File: config.mk
export PLATFORM = sky130hd
export DESIGN_NAME = tmr0_clk_presc
export DESIGN_NICKNAME = d
export VERILOG_FILES = /design/src/tmr0_pkg.sv /design/src/presc_if.sv /design/src/presc_div.sv /design/src/tmr0_clk_presc.sv
export SDC_FILE = /design/constraint.sdc
export NUM_CORES = 1
export LEC_CHECK = 0
export BUFFER_PORTS_ARGS = -buffer_cell sky130_fd_sc_hd__buf_2
export CAP_MARGIN = 40
export CORE_MARGIN = 5
export CORE_UTILIZATION = 29
export DETAILED_ROUTE_END_ITERATION = 16
export GPL_TIMING_DRIVEN = 0
export PLACE_DENSITY = 0.46
export RECOVER_POWER = 25
export SYNTH_ARGS = -nofsm -noshare
export SYNTH_HDL_FRONTEND = slang
export SYNTH_SLANG_ARGS = --single-unit
File: constraint.sdc
create_clock -name sys_clk_i -period 4.01 [get_ports sys_clk_i]
set_input_delay 0.6015 -clock sys_clk_i [delete_from_list [all_inputs] [get_ports sys_clk_i]]
set_output_delay 0.6015 -clock sys_clk_i [all_outputs]
set_load 0.05 [all_outputs]
File: src/tmr0_pkg.sv
// Package of constants for the Timer0 clock and prescaler block
`default_nettype none
package tmr0_pkg;
   // ==========================================================
   // Register offsets and widths
   localparam int         DATA_W           = 8;
   localparam logic [7:0] PRESC_COUNT_ADDR = 8'h0A;
   // ==========================================================
   // Mode register field positions
   localparam int MODE_LOW_OSC_BIT  = 7;
   localparam int MODE_SPARE_BIT    = 6;
   localparam int MODE_CLK_SRC_BIT  = 5;
   localparam int MODE_EDGE_BIT     = 4;
   localparam int MODE_ASSIGN_BIT   = 3;
   localparam int MODE_RATE_LSB     = 0;
   localparam int RATE_W            = 3;
   // ==========================================================
   // Reset values and the Timer0 top count
   localparam logic [7:0] MODE_RESET        = 8'h3F;
   localparam logic [7:0] PRESC_COUNT_RESET = 8'hFF;
   localparam logic [7:0] TIMER_RESET       = 8'h00;
   localparam logic [7:0] TIMER_TOP         = 8'hFF;
   localparam logic [7:0] RDATA_IDLE        = 8'h00;
endpackage
`default_nettype wire

File: src/presc_if.sv
// Interface between the Timer0 control logic and the shared prescaler
`default_nettype none
interface presc_if;
   logic                            in_tick;
   logic [tmr0_pkg::RATE_W-1:0]     rate;
   logic                            to_wdt;
   logic                            wdt_int_mode;
   logic                            out_tick;
   logic [tmr0_pkg::DATA_W-1:0]     count;
   modport ctrl  (output in_tick, output rate, output to_wdt, output wdt_int_mode,
                  input out_tick, input count);
   modport presc (input in_tick, input rate, input to_wdt, input wdt_int_mode,
                  output out_tick, output count);
endinterface
`default_nettype wire

File: src/presc_div.sv
// Shared 8-stage power-of-two prescaler with live count
`default_nettype none
module presc_div (
   // Clock and reset
   input  wire logic sys_clk_i,
   input  wire logic reset_i,
   // Control side
   presc_if.presc    pif
);
   import tmr0_pkg::*;
   // ==========================================================
   // Divide ratio decode
   logic [7:0] count_q;
   logic [7:0] count_d;
   logic [3:0] stages;
   logic [8:0] mask_wide;
   logic [7:0] mask;
   // Watchdog reset timeout divides one stage less
   assign stages    = (pif.to_wdt && !pif.wdt_int_mode) ? {1'b0, pif.rate}
                                                        : {1'b0, pif.rate} + 4'h1;
   assign mask_wide = (9'h001 << stages) - 9'h001;
   assign mask      = mask_wide[7:0];
   assign count_d   = pif.in_tick ? count_q + 8'h01 : count_q;
   assign pif.out_tick = pif.in_tick && ((count_d & mask) == 8'h00);
   assign pif.count    = count_q;

   always_ff @(posedge sys_clk_i or posedge reset_i) begin
      if (reset_i) begin
         count_q <= PRESC_COUNT_RESET;
      end else begin
         count_q <= count_d;
      end
   end

   // ==========================================================
   // Checks
   a_out_needs_in: assert property (@(posedge sys_clk_i) disable iff (reset_i)
      pif.out_tick |-> pif.in_tick)
      else $error("prescaler output without an input tick");
   a_out_aligned: assert property (@(posedge sys_clk_i) disable iff (reset_i)
      (pif.out_tick && $stable(mask)) |=> ((count_q & $past(mask)) == 8'h00))
      else $error("prescaler output not on a ratio boundary");
   a_wdt_one_to_one: assert property (@(posedge sys_clk_i) disable iff (reset_i)
      (pif.in_tick && pif.to_wdt && !pif.wdt_int_mode && pif.rate == 3'h0) |-> pif.out_tick)
      else $error("watchdog reset ratio 1:1 missed a tick");
endmodule
`default_nettype wire

File: src/tmr0_clk_presc.sv
// Timer0 clock source selection, prescaler routing and Timer0 counter
`default_nettype none
module tmr0_clk_presc (
   // Clock and reset
   input  wire logic                        sys_clk_i,
   input  wire logic                        reset_i,
   // Dedicated mode instructions
   input  wire logic                        mode_wr_i,
   input  wire logic [tmr0_pkg::DATA_W-1:0] mode_wdata_i,
   output logic [tmr0_pkg::DATA_W-1:0]      mode_rdata_o,
   // Register page read
   input  wire logic                        page_rd_i,
   input  wire logic [7:0]                  page_addr_i,
   output logic [tmr0_pkg::DATA_W-1:0]      page_rdata_o,
   // Clock sources
   input  wire logic                        inst_tick_i,
   input  wire logic                        ext_timer_clock_pin_i,
   input  wire logic                        low_osc_clk_i,
   // Timer0 control and status
   input  wire logic                        timer_run_i,
   input  wire logic                        overflow_flag_clr_i,
   output logic [tmr0_pkg::DATA_W-1:0]      timer_value_o,
   output logic                             timer_zero_overflow_flag_o,
   // Watchdog side
   input  wire logic                        wdt_tick_i,
   input  wire logic                        wdt_timeout_int_i,
   output logic                             wdt_presc_tick_o
);
   import tmr0_pkg::*;

   // ==========================================================
   // Mode register
   logic [7:0] timer_zero_mode_q;
   logic       low_osc_clock_select;
   logic       clock_source_select;
   logic       count_edge_select;
   logic       prescaler_assign;
   logic [2:0] prescaler_rate;

   assign low_osc_clock_select = timer_zero_mode_q[MODE_LOW_OSC_BIT];
   assign clock_source_select  = timer_zero_mode_q[MODE_CLK_SRC_BIT];
   assign count_edge_select    = timer_zero_mode_q[MODE_EDGE_BIT];
   assign prescaler_assign     = timer_zero_mode_q[MODE_ASSIGN_BIT];
   assign prescaler_rate       = timer_zero_mode_q[MODE_RATE_LSB +: RATE_W];

   // Not on the data page: only the write instruction port reaches it
   always_ff @(posedge sys_clk_i or posedge reset_i) begin
      if (reset_i) begin
         timer_zero_mode_q <= MODE_RESET;
      end else if (mode_wr_i) begin
         timer_zero_mode_q <= mode_wdata_i;
      end
   end
   assign mode_rdata_o = timer_zero_mode_q;

   // ==========================================================
   // Pin synchronisers and edge detect
   // Reset low to match the idle pins, else reset would fake an edge
   logic [2:0] ext_sync_q;
   logic [2:0] low_sync_q;

   always_ff @(posedge sys_clk_i or posedge reset_i) begin
      if (reset_i) begin
         ext_sync_q <= 3'h0;
         low_sync_q <= 3'h0;
      end else begin
         ext_sync_q <= {ext_sync_q[1:0], ext_timer_clock_pin_i};
         low_sync_q <= {low_sync_q[1:0], low_osc_clk_i};
      end
   end

   // Only stages 1 and 2 are looked at; stage 0 is metastable
   logic src_now;
   logic src_prev;
   logic slow_edge;
   logic src_tick;

   assign src_now   = low_osc_clock_select ? low_sync_q[1] : ext_sync_q[1];
   assign src_prev  = low_osc_clock_select ? low_sync_q[2] : ext_sync_q[2];
   assign slow_edge = count_edge_select ? (src_prev && !src_now)
                                        : (!src_prev && src_now);
   assign src_tick  = clock_source_select ? slow_edge : inst_tick_i;

   // ==========================================================
   // Prescaler routing
   presc_if pif ();
   logic timer_tick;

   assign pif.in_tick      = prescaler_assign ? wdt_tick_i : (src_tick && timer_run_i);
   assign pif.rate         = prescaler_rate;
   assign pif.to_wdt       = prescaler_assign;
   assign pif.wdt_int_mode = wdt_timeout_int_i;
   // Timer0 bypasses the prescaler while the watchdog owns it
   assign timer_tick = prescaler_assign ? (src_tick && timer_run_i) : pif.out_tick;

   presc_div u_presc (
      .sys_clk_i (sys_clk_i),
      .reset_i   (reset_i),
      .pif       (pif)
   );

   // ==========================================================
   // Timer0 counter and overflow flag
   logic [7:0] timer_q;
   logic       flag_q;
   logic       wdt_tick_q;
   logic [7:0] page_rdata_q;
   logic       overflow;
   logic       flag_d;

   assign overflow = timer_tick && (timer_q == TIMER_TOP);
   // A wrap in the clearing cycle keeps the flag set
   assign flag_d   = overflow || (flag_q && !overflow_flag_clr_i);

   always_ff @(posedge sys_clk_i or posedge reset_i) begin
      if (reset_i) begin
         timer_q      <= TIMER_RESET;
         flag_q       <= 1'b0;
         wdt_tick_q   <= 1'b0;
         page_rdata_q <= RDATA_IDLE;
      end else begin
         timer_q      <= timer_tick ? timer_q + 8'h01 : timer_q;
         flag_q       <= flag_d;
         wdt_tick_q   <= prescaler_assign && pif.out_tick;
         page_rdata_q <= (page_rd_i && page_addr_i == PRESC_COUNT_ADDR) ? pif.count
                                                                        : RDATA_IDLE;
      end
   end

   assign timer_value_o              = timer_q;
   assign timer_zero_overflow_flag_o = flag_q;
   assign wdt_presc_tick_o           = wdt_tick_q;
   assign page_rdata_o               = page_rdata_q;

   // ==========================================================
   // Checks
   a_mode_write: assert property (@(posedge sys_clk_i) disable iff (reset_i)
      mode_wr_i |=> mode_rdata_o == $past(mode_wdata_i))
      else $error("mode write not taken");
   a_count_read: assert property (@(posedge sys_clk_i) disable iff (reset_i)
      (page_rd_i && page_addr_i == 8'h0A) |=> page_rdata_o == $past(pif.count))
      else $error("prescaler count read wrong");
   a_flag_sticky: assert property (@(posedge sys_clk_i) disable iff (reset_i)
      (flag_q && !overflow_flag_clr_i) |=> flag_q)
      else $error("overflow flag dropped without clear");
   a_wrap_sets_flag: assert property (@(posedge sys_clk_i) disable iff (reset_i)
      (timer_q == 8'hFF) ##1 (timer_q == 8'h00) |-> timer_zero_overflow_flag_o)
      else $error("wrap did not set overflow flag");
   a_timer_step: assert property (@(posedge sys_clk_i) disable iff (reset_i)
      !$stable(timer_q) |-> timer_q == $past(timer_q) + 8'h01)
      else $error("timer moved other than by one");
   a_inst_source: assert property (@(posedge sys_clk_i) disable iff (reset_i)
      (!clock_source_select && !prescaler_assign && timer_run_i) |-> pif.in_tick == inst_tick_i)
      else $error("instruction clock not routed to prescaler");
   a_fall_edge: assert property (@(posedge sys_clk_i) disable iff (reset_i)
      (clock_source_select && !low_osc_clock_select && count_edge_select && src_tick)
         |-> ($past(ext_sync_q[1]) && !ext_sync_q[1]))
      else $error("falling edge select counted wrong edge");
   a_rise_edge: assert property (@(posedge sys_clk_i) disable iff (reset_i)
      (clock_source_select && !low_osc_clock_select && !count_edge_select && src_tick)
         |-> (!$past(ext_sync_q[1]) && ext_sync_q[1]))
      else $error("rising edge select counted wrong edge");
   a_low_fall: assert property (@(posedge sys_clk_i) disable iff (reset_i)
      (clock_source_select && low_osc_clock_select && count_edge_select && src_tick)
         |-> ($past(low_sync_q[1]) && !low_sync_q[1]))
      else $error("low oscillator falling edge counted wrong");
   a_low_rise: assert property (@(posedge sys_clk_i) disable iff (reset_i)
      (clock_source_select && low_osc_clock_select && !count_edge_select && src_tick)
         |-> (!$past(low_sync_q[1]) && low_sync_q[1]))
      else $error("low oscillator rising edge counted wrong");
   a_pin_ignored: assert property (@(posedge sys_clk_i) disable iff (reset_i)
      (clock_source_select && low_osc_clock_select && (low_sync_q[2] == low_sync_q[1]))
         |-> !src_tick)
      else $error("pin counted while low oscillator selected");

   // ==========================================================
   // Checks on routing, counter and status
   // Watchdog ownership must leave Timer0 running at the raw source rate
   a_timer_bypass: assert property (@(posedge sys_clk_i) disable iff (reset_i)
      (prescaler_assign && timer_run_i && src_tick) |=> timer_q == $past(timer_q) + 8'h01)
      else $error("timer missed a bypassed source tick");
   a_timer_prescaled: assert property (@(posedge sys_clk_i) disable iff (reset_i)
      (!prescaler_assign && pif.out_tick) |=> timer_q == $past(timer_q) + 8'h01)
      else $error("timer missed a prescaler tick");
   a_timer_hold: assert property (@(posedge sys_clk_i) disable iff (reset_i)
      !timer_tick |=> timer_q == $past(timer_q))
      else $error("timer moved without a tick");
   a_wdt_isolated: assert property (@(posedge sys_clk_i) disable iff (reset_i)
      !prescaler_assign |=> !wdt_presc_tick_o)
      else $error("watchdog tick while prescaler owned by timer");
   a_wdt_pulse: assert property (@(posedge sys_clk_i) disable iff (reset_i)
      (prescaler_assign && pif.out_tick) |=> wdt_presc_tick_o)
      else $error("watchdog tick lost");
   a_flag_clear: assert property (@(posedge sys_clk_i) disable iff (reset_i)
      (overflow_flag_clr_i && !overflow) |=> !flag_q)
      else $error("overflow flag not cleared");
   a_flag_set_wins: assert property (@(posedge sys_clk_i) disable iff (reset_i)
      overflow |=> flag_q)
      else $error("overflow did not set the flag");
   a_page_idle: assert property (@(posedge sys_clk_i) disable iff (reset_i)
      !(page_rd_i && page_addr_i == PRESC_COUNT_ADDR) |=> page_rdata_o == RDATA_IDLE)
      else $error("page read data not idle");
   a_mode_hold: assert property (@(posedge sys_clk_i) disable iff (reset_i)
      !mode_wr_i |=> $stable(mode_rdata_o))
      else $error("mode register changed without a write");
endmodule
`default_nettype wire

Word-level counts from Yosys, hierarchy flattened
Cells that the tools add are included.
Word-level totals
  input port bits: 27
  word-level logic and storage cells: 40
  register bits: 40
  output and inout bits: 26
Cells by class
  reductions and logical operators: 15
  add/subtract/negate cells: 4
  bitwise operators: 1
  eq/ne operators: 2
  muxes and demuxes: 9
  shift operators: 1
Operators by type and width (number)
  $add 8x1->8 const B: 2
  $mux 8: 2
  $logic_and 1x1->1: 9
  $and 8x8->8: 1
  $eq 8x4->1 const B: 1
  $eq 8x8->1 const B: 1
  $logic_not 8->1: 1
  $shl 1x4->8 const A: 1
  $sub 8x1->8 const B: 1
  $mux 1: 6
  $add 3x1->4 const B: 1
  $logic_not 1->1: 4
  $mux 4: 1
  $logic_or 1x1->1: 1

Logic depth before layout (Yosys ltp)
  depth after elaboration: 14
  depth in mapped cells: 15
  mapped depth without buffers: 13

Modules after synthesis
Synthesis repeated with hierarchy kept, for this count alone.
Unflattened totals
  cells, all modules: 178
  area total of the unflattened synthesis: 2023.2 sq um
By module, submodules not included
  tmr0_clk_presc: cells each 99, instances 1, sequential area each 808.3 sq um, area each 1297.5 sq um
  presc_div: cells each 79, instances 1, sequential area each 210.2 sq um, area each 725.7 sq um

Worst setup path before layout
No wires, ideal clock.
  kind: register to register
  start point: reg timer_zero_mode_q[1] (netlist: mode_rdata_o[1])
  end point: reg timer_q[1] (netlist: timer_value_o[1])
  path slack: 0.706 ns
  period minus slack after synthesis: 3.304 ns
  buffers on the path: 2
  required time: 3.882 ns
  cell stages (with the launch flop): 14
  library setup time: 0.128 ns
  arrival time: 3.176 ns
  cell sequence: dfstp_2 > ha_1 > clkbuf_1 > nand2_1 > o32ai_2 > a21oi_1 > ha_1 > a221oi_1 > nor4b_1 > mux2i_1 > o211ai_2 > o22a_1 > buf_6 > mux2_1
On the way
  longest elaborated chain between the ends: 8
Ends and longest elaborated chain
  start, declared: line tmr0_clk_presc.sv:33  | logic [7:0] timer_zero_mode_q;
  start signal, assigned: line tmr0_clk_presc.sv:51  | timer_zero_mode_q <= mode_wdata_i;
  $add 3x1->4: line presc_div.sv:20  | : {1'b0, pif.rate} + 4'h1;
  $mux 4 *: line presc_div.sv:19  | assign stages = (pif.to_wdt && !pif.wdt_int_mode) ? {1'b0, pif.rate}
  $shl 1x4->8 *: line presc_div.sv:21  | assign mask_wide = (9'h001 << stages) - 9'h001;
  $sub 8x1->8 *: line presc_div.sv:21
  $and 8x8->8 *: line presc_div.sv:24  | assign pif.out_tick = pif.in_tick && ((count_d & mask) == 8'h00);
  $logic_not 8->1 *: line presc_div.sv:24
  $logic_and 1x1->1 *: line presc_div.sv:24
  $mux 1 *: line tmr0_clk_presc.sv:94  | assign timer_tick = prescaler_assign ? (src_tick && timer_run_i) : pif.out_tick;
  end signal, assigned: line tmr0_clk_presc.sv:122  | timer_q <= timer_tick ? timer_q + 8'h01 : timer_q;
  end, declared: line tmr0_clk_presc.sv:104  | logic [7:0] timer_q;
Every way passes the cells marked *; elsewhere a longest branch is shown, timed or not.
A chain may end at the register's enable or synchronous reset.

Worst setup path after layout
Same ends and word-level chain as after synthesis.

==> summary.md <==
| Metric | Value |
|---|---|
| Synthesized flop and latch total | `40` |
| Min Tclk post-route | `3.49 ns` |
| Met2 usage in global routing | `16.6%` |
| Hold Buf Count CTS | `0` |
| Row count | `31` |
| Top post-synthesis cells by area | `dfrtp_1 30%, dfstp_2 17%, xor2_1 3.7%` |
| CP arrival | `3.66 ns` |
| LEAKAGE | `0.00124 uW` |
| Hold WC Path Type | `flip-flop to flip-flop` |
| Final non-filler cell total | `358` |
| CP required | `4.18 ns` |
| Synth Cell Area | `2150 sq um` |
| Status | `completed` |
| TritonCTS Buffers | `5` |
| Post-synth EDFFs | `0` |
| Initial antenna violation count | `0` |
| Cells after DPL | `350` |
| Final setup viols | `0` |
| Register area share after synthesis | `47.4%` |
| Reg2reg setup slack | `0.52 ns` |
| Met3 Use GR | `3.67%` |
| Die extent in y | `96.1 microns` |
| CTS sink cnt | `40` |
| Fin. Hold Viols | `0` |
| Sum Neg Setup Slack | `0 ns` |
| Die area | `9240 sq um` |
| Synthesized instance count | `197` |
| Largest net degree at the start of global routing | `24` |
| Die W | `96.1 microns` |
| Primary FF master, synth | `dfrtp_1` |
| DRC viols | `0` |
| Yosys warning count | `0` |
| Worst vdd ir | `0.177 mV` |
| Port-buffer cells | `52` |
| Hold_ws | `0.353 ns` |
| Post-Place Cell Area | `2560 sq um` |
| Reg-to-reg startpoint | `mode_rdata_o[1]` |
| Root buffer cell | `clkbuf_8` |
| Crit path max fanout | `9` |
| Reg2reg path depth | `12` |
| RePlAce Congestion | `0.803` |
| Distinct cells, synth | `63` |
| Avg WL per Cell | `13.0 microns` |
| Area Overhead vs Synth | `23.9%` |
| Hold Crit Depth | `0` |
| Synth Net Count | `228` |
| PostCTS Resize Cnt | `0` |
| Worst setup EP type | `flip-flop` |
| Period utilisation layout | `87.0%` |
| Vias | `1650` |
| Met1 global-route usage | `14.6%` |
| Layer with the highest usage | `met2` |
| Overflow after GRT | `0` |
| Clk buf depth | `2` |
| Core ar. | `7250 sq um` |
| Drt total wl | `4640 microns` |
| Worst-Skew Late Latency | `0.29 ns` |
| Largest area contributor in the netlist | `dfrtp_1` |
| Hold EP | `ext_sync_q[1]` |
| Hpwl dp | `3610 microns` |
| Max cap viols | `0` |
| Share of cells above drive strength 1 | `38.6%` |
| Kind of critical path | `flip-flop to flip-flop` |
| Initial core utilization | `29.7%` |
| Syn avg cell area | `10.9 sq um` |
| RSZ-0062 raised after global routing | `no` |
| Vias in the first global route | `1607` |
| Max-slew violations | `0` |
| Layout Skew | `0.00576 ns` |
| Post-synth top area share | `30.3%` |
| H-tree levels | `2` |
| IO Pins | `53` |
| Min-delay src | `ext_sync_q[0]` |
| Crit start category | `flip-flop` |
| Post-route cell area | `2670 sq um` |
| Via density | `4.61` |
| CTS tree | `yes` |
| RR Endpoint | `timer_value_o[1]` |
| GRT Total Usage | `10.8%` |
| Drt first pass iters | `4` |
| Antenna-violating nets left | `0` |
| FILL cells | `737` |
| Global-route wire length before repair | `7670 microns` |
| Power Dens Cells | `529 nW/um^2` |
| Setup Fix Bufs, Post-CTS | `0` |
| FMAX | `287 MHz` |
| NumNets Final | `289` |
| Clock slew at reported path FFs | `0.08 ns` |
| ANT cells | `0` |
| Rel. slew slack | `19.5%` |
| Fraction of registers with async set/reset | `100%` |
| Worst slew pin tran | `1.21 ns` |
| Initial DRC count | `40` |
==> routing by layer <==
| metal | part of all wire [%] | vias to the layer above |
|---|---|---|
| met4 | 0.62 | 0 |
| li1 | - | 835 |
| met2 | 43 | 47 |
| met5 | 0 | - |
| met1 | 51 | 766 |
| met3 | 5.6 | 2 |
==> synthesized netlist by cell type, types with 3 or more instances <==
cell type,n
o21ai_0,4
nor2_1,9
a211oi_1,3
nor4b_1,3
xnor2_1,5
nand3_1,9
buf_6,3
nand2_1,15
ha_1,4
inv_1,12
nor3_2,3
mux2_2,5
dfstp_2,14
xor2_1,9
dfrtp_1,26
a21oi_1,4
mux2i_1,4
and3_1,3
and2_1,9
clkbuf_1,3
==> layout by cell type, fill, tap and decap left out, types with 4 or more instances in the layout <==
cell type  instances
a21oi_1            4
mux2i_1            4
xor2_1             9
nand2_1           15
ha_1               4
and2_1             9
nand3_1            9
mux2_2             5
clkbuf_1           4
clkbuf_8           6
o21ai_0            4
nor2_1             9
xnor2_1            5
buf_2             54
inv_1             12
dfrtp_1           26
dfstp_2           14
==> worst max path at each step <==
| stage | start | end | slack (ns) | depth (start not counted) |
|---|---|---|---|---|
| floorplan | mode_rdata_o[1] | timer_value_o[1] | 0.71 | 13 |
| global placement | mode_rdata_o[1] | timer_value_o[1] | 0.51 | 13 |
| detailed placement | mode_rdata_o[1] | timer_value_o[1] | 0.53 | 13 |
| CTS | mode_rdata_o[1] | timer_value_o[1] | 0.51 | 13 |
| global route | mode_rdata_o[1] | timer_value_o[1] | 0.19 | 14 |
| finish | mode_rdata_o[1] | timer_value_o[1] | 0.52 | 12 |
==> through the flow <==
stage / util, % / total power [uW] / setup WS (ns)
6_report: 36.7 / 1410 / 0.521
5_1_grt: 36.7 / 1510 / 0.188
4_1_cts: 37.0 / 1440 / 0.507
3_5_place_dp: 35.3 / 1080 / 0.528
3_3_place_gp: 34.9 / 1080 / 0.510
2_1_floorplan: - / 955 / 0.706
==> final cells by class <==
type / count / area (sq um) / share of cell area (%)
Buffer: 8 / 57.6 / 2.16
Clock buffer: 6 / 82.6 / 3.10
Clock inverter: 2 / 38.8 / 1.46
Inverter: 12 / 45.0 / 1.69
Multi-Input combinational cell: 137 / 1030 / 38.6
Sequential cell: 40 / 1020 / 38.2
Tap cell: 99 / 124 / 4.65
Timing Repair Buffer: 54 / 269 / 10.1
==> logic make-up (layout without fill, tap and decap cells) <==
logic type	count (synthesis)	in the layout	share of synthesized area, %
compound gates	40	40	14.9
xor+xnor	15	15	6.46
fa+ha+maj	4	4	2.33
buf+inv	20	82	4.77
flops	40	40	47.4
mux	10	10	5.00
simple gates	68	68	19.2
==> flip-flops by register name, summed over array words and instances (netlist names) <==
name / count
ext_sync_q: 3
low_sync_q: 3
mode_rdata_o: 8
page_rdata_o: 8
timer_value_o: 8
timer_zero_overflow_flag_o: 1
u_presc.pif.count: 8
wdt_presc_tick_o: 1
==> power by group <==
group	internal (uW)	leakage [uW]	switching (uW)
Clock	204	0.0000614	142
Combinational	170	0.000700	301
Sequential	504	0.000479	89.3
==> worst max-delay path, cell delays in order, from the launching register on <==
cell,delay [ns]
dfstp_2,0.61
ha_1,0.33
nand2b_1,0.24
nor4_1,0.42
a21oi_1,0.10
ha_1,0.28
a221oi_1,0.33
nor4b_1,0.10
mux2i_1,0.18
o211ai_2,0.12
o22a_1,0.21
buf_6,0.15
mux2_1,0.30
Note: power is estimated with default switching activity, not from simulation.
